[src/logic/cpu_regs_defs.svh]
// constants for the core register set and operand addressing
// assumes one 100 MHz clock and a data port with one cycle read latency
`ifndef CPU_REGS_DEFS_SVH
`define CPU_REGS_DEFS_SVH
`define F_GIE_BIT 0
`define F_ZERO_BIT 1
`define F_CARRY_BIT 2
`define F_SUPER_BIT 3
`define F_BANK_BIT 4
`define F_RESET 8'h02
`define F_WRITE_MASK 8'h17
`define F_SUPER_MASK 8'h08
`define F_REG_ADDR 8'hF7
`define BYTE_RESET 8'h00
`define PC_RESET 16'h0000
`define PC_STEP 16'h0002
`define BYTE_ZERO 8'h00
`endif

[src/logic/cpu_regs_pkg.sv]
// types shared by the core register set and its operation unit
// assumes the constants header is included by the design files
package cpu_regs_pkg;
    typedef enum logic [1:0] {MODE_SRC_IMM, MODE_SRC_DIR, MODE_SRC_IDX, MODE_DST_DIR} mode_e;
    typedef enum logic [1:0] {TGT_A, TGT_X, TGT_F, TGT_SP} target_e;
    typedef enum logic {SPACE_RAM, SPACE_REG} space_e;
    typedef enum logic [2:0] {
        OP_MOV, OP_ADD, OP_ADC, OP_SUB, OP_AND, OP_OR, OP_XOR, OP_CMP
    } alu_op_e;
    typedef enum logic [1:0] {ST_IDLE, ST_WAIT, ST_EXEC} state_e;
    typedef struct packed {
        mode_e mode;
        target_e target;
        space_e space;
        alu_op_e op;
        logic [7:0] operand;
    } instr_s;
    typedef struct packed {
        logic req;
        logic we;
        space_e space;
        logic bank;
        logic [7:0] addr;
        logic [7:0] wdata;
    } mem_req_s;
    typedef struct packed {
        logic [7:0] result;
        logic carry;
        logic zero;
        logic upd_c;
        logic upd_z;
        logic write;
    } alu_res_s;
    typedef struct packed {
        state_e state;
        instr_s ins;
        logic use_flags;
        logic [7:0] addr;
        logic [7:0] acc;
        logic [7:0] idx;
        logic [7:0] sp;
        logic [7:0] pch;
        logic [7:0] pcl;
        logic [7:0] flags;
        mem_req_s mem;
        logic done;
        logic busy;
        logic irq_taken;
    } core_s;
endpackage : cpu_regs_pkg

[src/logic/cpu_alu.sv]
// operation unit: one combinational step of the arithmetic and logic ops
// assumes operands and carry in are held stable by the core
`timescale 1ns/1ps
`include "cpu_regs_defs.svh"
module cpu_alu (
    input wire cpu_regs_pkg::alu_op_e op,
    input wire logic [7:0] a,
    input wire logic [7:0] b,
    input wire logic carry_in,
    output cpu_regs_pkg::alu_res_s res
);
    import cpu_regs_pkg::*;
    logic [8:0] wide;
    always_comb begin
        wide = {1'b0, b};
        res = '0;
        res.upd_c = 1'b1;
        res.upd_z = 1'b1;
        res.write = 1'b1;
        case (op)
            OP_MOV: begin
                res.upd_c = 1'b0;
                res.upd_z = 1'b0;
            end
            OP_ADD: wide = {1'b0, a} + {1'b0, b};
            OP_ADC: wide = {1'b0, a} + {1'b0, b} + {8'h00, carry_in};
            OP_SUB: wide = {1'b0, a} - {1'b0, b};
            OP_AND: wide = {1'b0, a & b};
            OP_OR: wide = {1'b0, a | b};
            OP_XOR: wide = {1'b0, a ^ b};
            OP_CMP: begin
                wide = {1'b0, a} - {1'b0, b};
                res.write = 1'b0;
            end
            default: res.write = 1'b0;
        endcase
        res.result = wide[7:0];
        res.carry = wide[8];
        res.zero = (wide[7:0] == `BYTE_ZERO);
    end
endmodule : cpu_alu

[src/logic/cpu_regs_core.sv]
// core register set with source immediate, direct, indexed and destination direct modes
// assumes a decoded instruction strobe and a data port that answers reads one cycle later
`timescale 1ns/1ps
`include "cpu_regs_defs.svh"
module cpu_regs_core (
    input wire logic clock,
    input wire logic nrst,
    input wire logic instr_valid,
    input wire cpu_regs_pkg::instr_s instr,
    input wire logic pc_load,
    input wire logic [15:0] pc_value,
    input wire logic sp_adjust,
    input wire logic [7:0] sp_delta,
    input wire logic super_enter,
    input wire logic super_exit,
    input wire logic irq_pending,
    input wire logic [7:0] mem_rdata,
    output cpu_regs_pkg::mem_req_s mem,
    output logic [7:0] accumulator,
    output logic [7:0] index_register,
    output logic [7:0] stack_pointer,
    output logic [7:0] program_counter_high,
    output logic [7:0] program_counter_low,
    output logic [7:0] cpu_flags,
    output logic busy,
    output logic done,
    output logic irq_taken
);
    import cpu_regs_pkg::*;

    logic [1:0] rst_sync_q;
    logic rst_n;
    core_s s_q;
    core_s s_d;
    logic [7:0] alu_a;
    logic [7:0] alu_b;
    logic [7:0] src_val;
    logic [7:0] tgt_val;
    logic [7:0] idle_addr;
    logic [15:0] pc_cur;
    logic [15:0] pc_next;
    alu_res_s alu_res;

    // reset release through two flops
    always_ff @(posedge clock or negedge nrst) begin
        if (!nrst) begin
            rst_sync_q <= 2'b00;
        end else begin
            rst_sync_q <= {rst_sync_q[0], 1'b1};
        end
    end
    assign rst_n = rst_sync_q[1];

    // register selected by the target field
    function automatic logic [7:0] pick_target(input target_e t, input core_s s);
        logic [7:0] v;
        v = s.acc;
        case (t)
            TGT_A: v = s.acc;
            TGT_X: v = s.idx;
            TGT_F: v = s.flags;
            TGT_SP: v = s.sp;
            default: v = s.acc;
        endcase
        return v;
    endfunction : pick_target

    // true when the access names the flags word in register space
    function automatic logic is_flags_addr(input space_e sp, input logic [7:0] a);
        return (sp == SPACE_REG) && (a == `F_REG_ADDR);
    endfunction : is_flags_addr

    assign pc_cur = {s_q.pch, s_q.pcl};

    // operand selection for the operation unit
    always_comb begin
        idle_addr = instr.operand;
        if (instr.mode == MODE_SRC_IDX) begin
            idle_addr = instr.operand + s_q.idx;
        end
        tgt_val = pick_target(s_q.ins.target, s_q);
        if (s_q.ins.mode == MODE_SRC_IMM) begin
            src_val = s_q.ins.operand;
        end else if (s_q.use_flags) begin
            src_val = s_q.flags;
        end else begin
            src_val = mem_rdata;
        end
        if (s_q.ins.mode == MODE_DST_DIR) begin
            alu_a = src_val;
            alu_b = tgt_val;
        end else begin
            alu_a = tgt_val;
            alu_b = src_val;
        end
    end

    cpu_alu alu_i (
        .op(s_q.ins.op),
        .a(alu_a),
        .b(alu_b),
        .carry_in(s_q.flags[`F_CARRY_BIT]),
        .res(alu_res)
    );

    always_comb begin
        s_d = s_q;
        s_d.done = 1'b0;
        s_d.mem.req = 1'b0;
        s_d.mem.we = 1'b0;
        s_d.irq_taken = irq_pending & s_q.flags[`F_GIE_BIT];
        pc_next = pc_cur;
        if (sp_adjust) begin
            s_d.sp = s_q.sp + sp_delta;
        end
        case (s_q.state)
            ST_IDLE: begin
                if (instr_valid) begin
                    s_d.ins = instr;
                    s_d.addr = idle_addr;
                    s_d.use_flags = 1'b0;
                    pc_next = pc_cur + `PC_STEP;
                    if (instr.mode == MODE_SRC_IMM) begin
                        s_d.state = ST_EXEC;
                    end else if (is_flags_addr(instr.space, idle_addr)) begin
                        s_d.use_flags = 1'b1;
                        s_d.state = ST_EXEC;
                    end else begin
                        s_d.mem.req = 1'b1;
                        s_d.mem.space = instr.space;
                        s_d.mem.bank = s_q.flags[`F_BANK_BIT];
                        s_d.mem.addr = idle_addr;
                        s_d.state = ST_WAIT;
                    end
                end
            end
            ST_WAIT: begin
                s_d.state = ST_EXEC;
            end
            ST_EXEC: begin
                s_d.state = ST_IDLE;
                s_d.done = 1'b1;
                if (s_q.ins.mode == MODE_DST_DIR) begin
                    if (alu_res.write && !is_flags_addr(s_q.ins.space, s_q.addr)) begin
                        s_d.mem.req = 1'b1;
                        s_d.mem.we = 1'b1;
                        s_d.mem.space = s_q.ins.space;
                        s_d.mem.bank = s_q.flags[`F_BANK_BIT];
                        s_d.mem.addr = s_q.addr;
                        s_d.mem.wdata = alu_res.result;
                    end
                end else if (s_q.ins.target == TGT_F) begin
                    if (s_q.ins.op == OP_AND || s_q.ins.op == OP_OR) begin
                        s_d.flags = (alu_res.result & `F_WRITE_MASK)
                                    | (s_q.flags & `F_SUPER_MASK);
                    end
                end else if (alu_res.write) begin
                    case (s_q.ins.target)
                        TGT_A: s_d.acc = alu_res.result;
                        TGT_X: s_d.idx = alu_res.result;
                        TGT_SP: s_d.sp = alu_res.result;
                        default: s_d.acc = s_q.acc;
                    endcase
                end
                if (s_q.ins.target != TGT_F || s_q.ins.mode == MODE_DST_DIR) begin
                    if (alu_res.upd_c) begin
                        s_d.flags[`F_CARRY_BIT] = alu_res.carry;
                    end
                    if (alu_res.upd_z) begin
                        s_d.flags[`F_ZERO_BIT] = alu_res.zero;
                    end
                end
            end
            default: begin
                s_d.state = ST_IDLE;
            end
        endcase
        if (pc_load) begin
            pc_next = pc_value;
        end
        s_d.pch = pc_next[15:8];
        s_d.pcl = pc_next[7:0];
        if (super_enter) begin
            s_d.flags[`F_SUPER_BIT] = 1'b1;
        end else if (super_exit) begin
            s_d.flags[`F_SUPER_BIT] = 1'b0;
        end
        s_d.busy = (s_d.state != ST_IDLE);
    end

    always_ff @(posedge clock or negedge rst_n) begin
        if (!rst_n) begin
            s_q <= '0;
            s_q.state <= ST_IDLE;
            s_q.acc <= `BYTE_RESET;
            s_q.idx <= `BYTE_RESET;
            s_q.sp <= `BYTE_RESET;
            s_q.pch <= 8'(`PC_RESET >> 8);
            s_q.pcl <= `BYTE_RESET;
            s_q.flags <= `F_RESET;
        end else begin
            s_q <= s_d;
        end
    end

    assign mem = s_q.mem;
    assign accumulator = s_q.acc;
    assign index_register = s_q.idx;
    assign stack_pointer = s_q.sp;
    assign program_counter_high = s_q.pch;
    assign program_counter_low = s_q.pcl;
    assign cpu_flags = s_q.flags;
    assign busy = s_q.busy;
    assign done = s_q.done;
    assign irq_taken = s_q.irq_taken;
endmodule : cpu_regs_core

[config.mk]
export PLATFORM = sky130hd
export DESIGN_NAME = cpu_regs_core
export DESIGN_NICKNAME = d
export VERILOG_FILES = /design/src/logic/cpu_regs_pkg.sv /design/src/logic/cpu_alu.sv /design/src/logic/cpu_regs_core.sv
export VERILOG_INCLUDE_DIRS = /design/src /design/src/logic
export SDC_FILE = /design/constraint.sdc
export NUM_CORES = 1
export LEC_CHECK = 0
export ABC_AREA = 1
export BUFFER_PORTS_ARGS = -buffer_cell sky130_fd_sc_hd__buf_4
export CAP_MARGIN = 0
export CORE_ASPECT_RATIO = 0.7
export CORE_UTILIZATION = 30
export DETAILED_ROUTE_END_ITERATION = 16
export GPL_ROUTABILITY_DRIVEN = 0
export SYNTH_ARGS = -nofsm -noshare
export SYNTH_HDL_FRONTEND = slang
export SYNTH_SLANG_ARGS = --single-unit
[constraint.sdc]
create_clock -name clock -period 2.8 [get_ports clock]
set_input_delay 0.56 -clock clock [delete_from_list [all_inputs] [get_ports clock]]
set_output_delay 0.56 -clock clock [all_outputs]
set_load 0.02 [all_outputs]
==> impl_metrics.csv <==
group,metric,value,unit
drt,ant_nets,0,
sta,rsz0062_at_grt,"true",
drt,drtPass1Iterations,6,
final_layout,drive_gt1_share,34.9,%
sta,finalWorstSetupSlack,-0.425,ns
floorplanning,die_w,190,um
drt,vias,7538,
clock_tree,cts_max_path_buffers,2,
drt,drc,0,
power_and_ir_drop,p_switching,6.08,mW
floorplanning,rows,47,
grt,grt_antenna_before_repair,0,
floorplanning,die_h,133,um
final_layout,regArea,2430,um^2
placement,port_buffers,123,
synthesis,synthAdderAreaFrac,8.17,%
synthesis,synth_ff_type,"dfrtp_1",
synthesis,syn_avg_cell_area,7.05,um^2
clock_tree,cts_buffers,9,
final_layout,diodes,0,
synthesis,synth_area,7410,um^2
synthesis,synth_edf_count,0,
setup_path,worst-path-max-fanout,4,
sta,tns,-6.48,ns
setup_path,path_class,"flop to flop",
power_and_ir_drop,p_int,6.30,mW
run_status,violations,"negative setup slack",
sta,timing.fmax,0.310,GHz
synthesis,synth_xor_xnor_area_share,2.01,%
synthesis,synthArstFlopShare,100,%
final_layout,nets,1336,
final_layout,stdcell_area,9990,um^2
grt,grt_use_total,19.8,%
setup_path,required,3.02,ns
grt,grt_overflow,0,
drt,viasPerCell,4.84,
grt,grt_max_degree,59,
synthesis,synthTopCellsByArea,"dfrtp_1 (32%), nand2_1 (14%), buf_4 (7.1%)",
clock_tree,clk_pin_slew,0.07,ns
sta,period_needed,3.23,ns
synthesis,yosysUniqueCellTypes,45,
power_and_ir_drop,pwr_density_cell,1240,nW/um^2
synthesis,synthSimpleGateAreaFrac,28.3,%
synthesis,synth_top_area_share,32.4,%
grt,grt_pass1_vias,7056,
placement,placed_area,9110,um^2
synthesis,synth_compound_area_share,13.7,%
power_and_ir_drop,ir_worst_vdd,0.458,mV
clock_tree,clock-sinks,97,
power_and_ir_drop,p_leak,5.04,nW
power_and_ir_drop,netSwitchingFraction,49.1,%
drt,wl,25.0,mm
synthesis,netlist_instances,1051,
floorplanning,start_util,31.0,%
placement,post-dp-hpwl,19.2,mm
sta,fin_crit_sh,115,%
synthesis,synth_seq_cells,97,
grt,grt_pass1_wl,38.4,mm
sta,tightest_slew,0.793,ns
run_status,status,"finished, violations left",
synthesis,ys_seq_area_share,32.8,%
floorplanning,core_area,23900,um^2
setup_path,crit_arrival,3.45,ns
sta,fin_skew,0.0114,ns
drt,dr.first_iter.drc_count,684,
final_layout,syn_to_final_growth,34.9,%
power_and_ir_drop,finalPower,12.4,mW
setup_path,endpoint_kind,"flop",
sta,final-setup-viol-count,34,
clock_tree,root_buffer,"clkbuf_16",
min_path,hold_class,"flop to asynchronous set/reset pin",
setup_path,start_kind,"flop",
sta,drv_slew,0,
floorplanning,die-area,25300,um^2
run,max-cap-violations,0,
synthesis,yosysTopAreaCell,"dfrtp_1",
power_and_ir_drop,seqPwrFrac,18.6,%
drt,wl_per_cell,16.1,um
final_layout,multi_input_area,4370,um^2
clock_tree,clk_latency,0.36,ns
synthesis,synthMuxAreaShare,0,%
floorplanning,num_io_pins,127,
clock_tree,cts.htree.levels,3,
power_and_ir_drop,pwr-share-comb,71.4,%
sta,hold_viol_final,0,
sta,relSlewSlack,47.0,%
final_layout,fin_util,41.8,%
synthesis,yosys_warnings,0,
power_and_ir_drop,p_clk_share,10.0,%
clock_tree,cts_tree,"yes",
synthesis,synth_top_family_by_area,"simple AND/OR/NAND/NOR gates",
final_layout,fill_cells,2418,
[final cells by class]
type                    count  area share (%)
multi-input cells         739            43.7
flip-flops and latches     97            24.4
repair buffers            263            20.3
inverters                 124            4.84
well taps                 318            3.98
clock buffers              11            2.33
clock inverters             4           0.451
[cells by family (layout without fill, tap and decap cells)]
kind of cell / Yosys count / in the layout
AO/OA/AOI/OAI: 185 / 185
XOR/XNOR: 17 / 17
adder cells (fa/ha/maj): 46 / 46
buffers and inverters: 217 / 402
flip-flops: 97 / 97
other: 2 / 4
AND/OR/NAND/NOR: 487 / 487
[cells in the mapped netlist, drive strengths merged (6+ instances only)]
| cell type | instances |
|---|---|
| a21oi | 45 |
| buf | 77 |
| clkbuf | 16 |
| dfrtp | 96 |
| ha | 42 |
| inv | 123 |
| nand2 | 292 |
| nand3 | 92 |
| nand4 | 10 |
| nor2 | 67 |
| nor3 | 7 |
| o211ai | 10 |
| o21ai | 100 |
| o22ai | 12 |
| or2 | 8 |
| xnor2 | 6 |
| xor2 | 11 |
[power by group through the flow]
stage | combinational [mW] | clock (mW) | sequential (mW)
after floorplan | 4.66 | 0 | 2.21
after global placement | 7.26 | 0 | 2.31
after detailed placement | 7.36 | 0 | 2.30
after CTS | 8.06 | 1.27 | 2.29
after global routing | 9.61 | 1.33 | 2.36
final | 8.84 | 1.24 | 2.30
[worst paths after layout]
check | start | endpoint | slack (ns) | cells after the start
worst max-delay path | s_q[93] | accumulator[7] | -0.43 | 22
worst min-delay path | rst_sync_q[1] | mem[16] | 0.32 | 0
worst max register to register | s_q[93] | accumulator[7] | -0.43 | 22
worst min register to register | rst_sync_q[1] | mem[16] | 0.32 | 0
max in group asynchronous | rst_sync_q[1] | cpu_flags[1] | 1.70 | 1
min in group clock | rst_sync_q[0] | rst_sync_q[1] | 0.35 | 0
[state kept, by name, summed over array words and instances, names as in the netlist]
signal,flops
cpu_flags,5
s_q,27
program_counter_high,8
mem,20
busy,1
program_counter_low,8
index_register,8
stack_pointer,8
accumulator,8
rst_sync_q,2
irq_taken,1
done,1
[critical path: stages (launching register included)]
cell and delay [ns]:
dfrtp_1 0.42, buf_6 0.15, nor2_4 0.13, inv_2 0.06, or2_4 0.24, nand2_2 0.08
inv_2 0.03, o21ai_2 0.11, buf_6 0.12, fa_2 0.44, inv_4 0.10, nand2_4 0.05
nor2_4 0.18, nand3_4 0.11, nor2_4 0.12, nand2_2 0.07, nor2_2 0.10, nand2_1 0.05
nand3_1 0.08, nand2_1 0.08, o22ai_1 0.13, buf_4 0.17, o21ai_1 0.06
[cells in the final DEF (no fill, tap or decap), drive strengths merged, types with 10 or more instances in the layout]
master and count:
o211ai 10, dfrtp 96, ha 42, xor2 11
a21oi 45, o22ai 12, nand4 10, buf 262
inv 122, nor2 67, nand3 92, clkbuf 11
o21ai 100, nand2 292
[metal layers]
metal / global-route usage [%] / wire (um) / vias to the layer above
li1: - / - / 3729
met1: 30.5 / 12400 / 3485
met2: 27.7 / 9980 / 296
met3: 4.37 / 2230 / 28
met4: 3.85 / 354 / 0
met5: 0 / 0 / -
[stage by stage]
step	hold WS (ns)	instances	worst slack, ns
CTS	0.345	1552	-0.345
detailed placement	0.337	1528	-0.547
finish	0.318	1556	-0.425
global route	0.354	1556	-0.619
global placement	0.335	1528	-0.499
floorplan	0.264	1053	-0.172
[what timing repair did]
action | 4_1_cts | 5_1_grt
endpoints found under the setup margin | 36 | 48
pin swaps | 24 | 30
hold buffers | 1 | 0
gates resized for setup | 79 | 95
endpoints found under the hold margin | 2 | 0
cloned | 0 | 0
setup buffers | 8 | 5
Note: power is estimated with default switching activity, not from simulation.
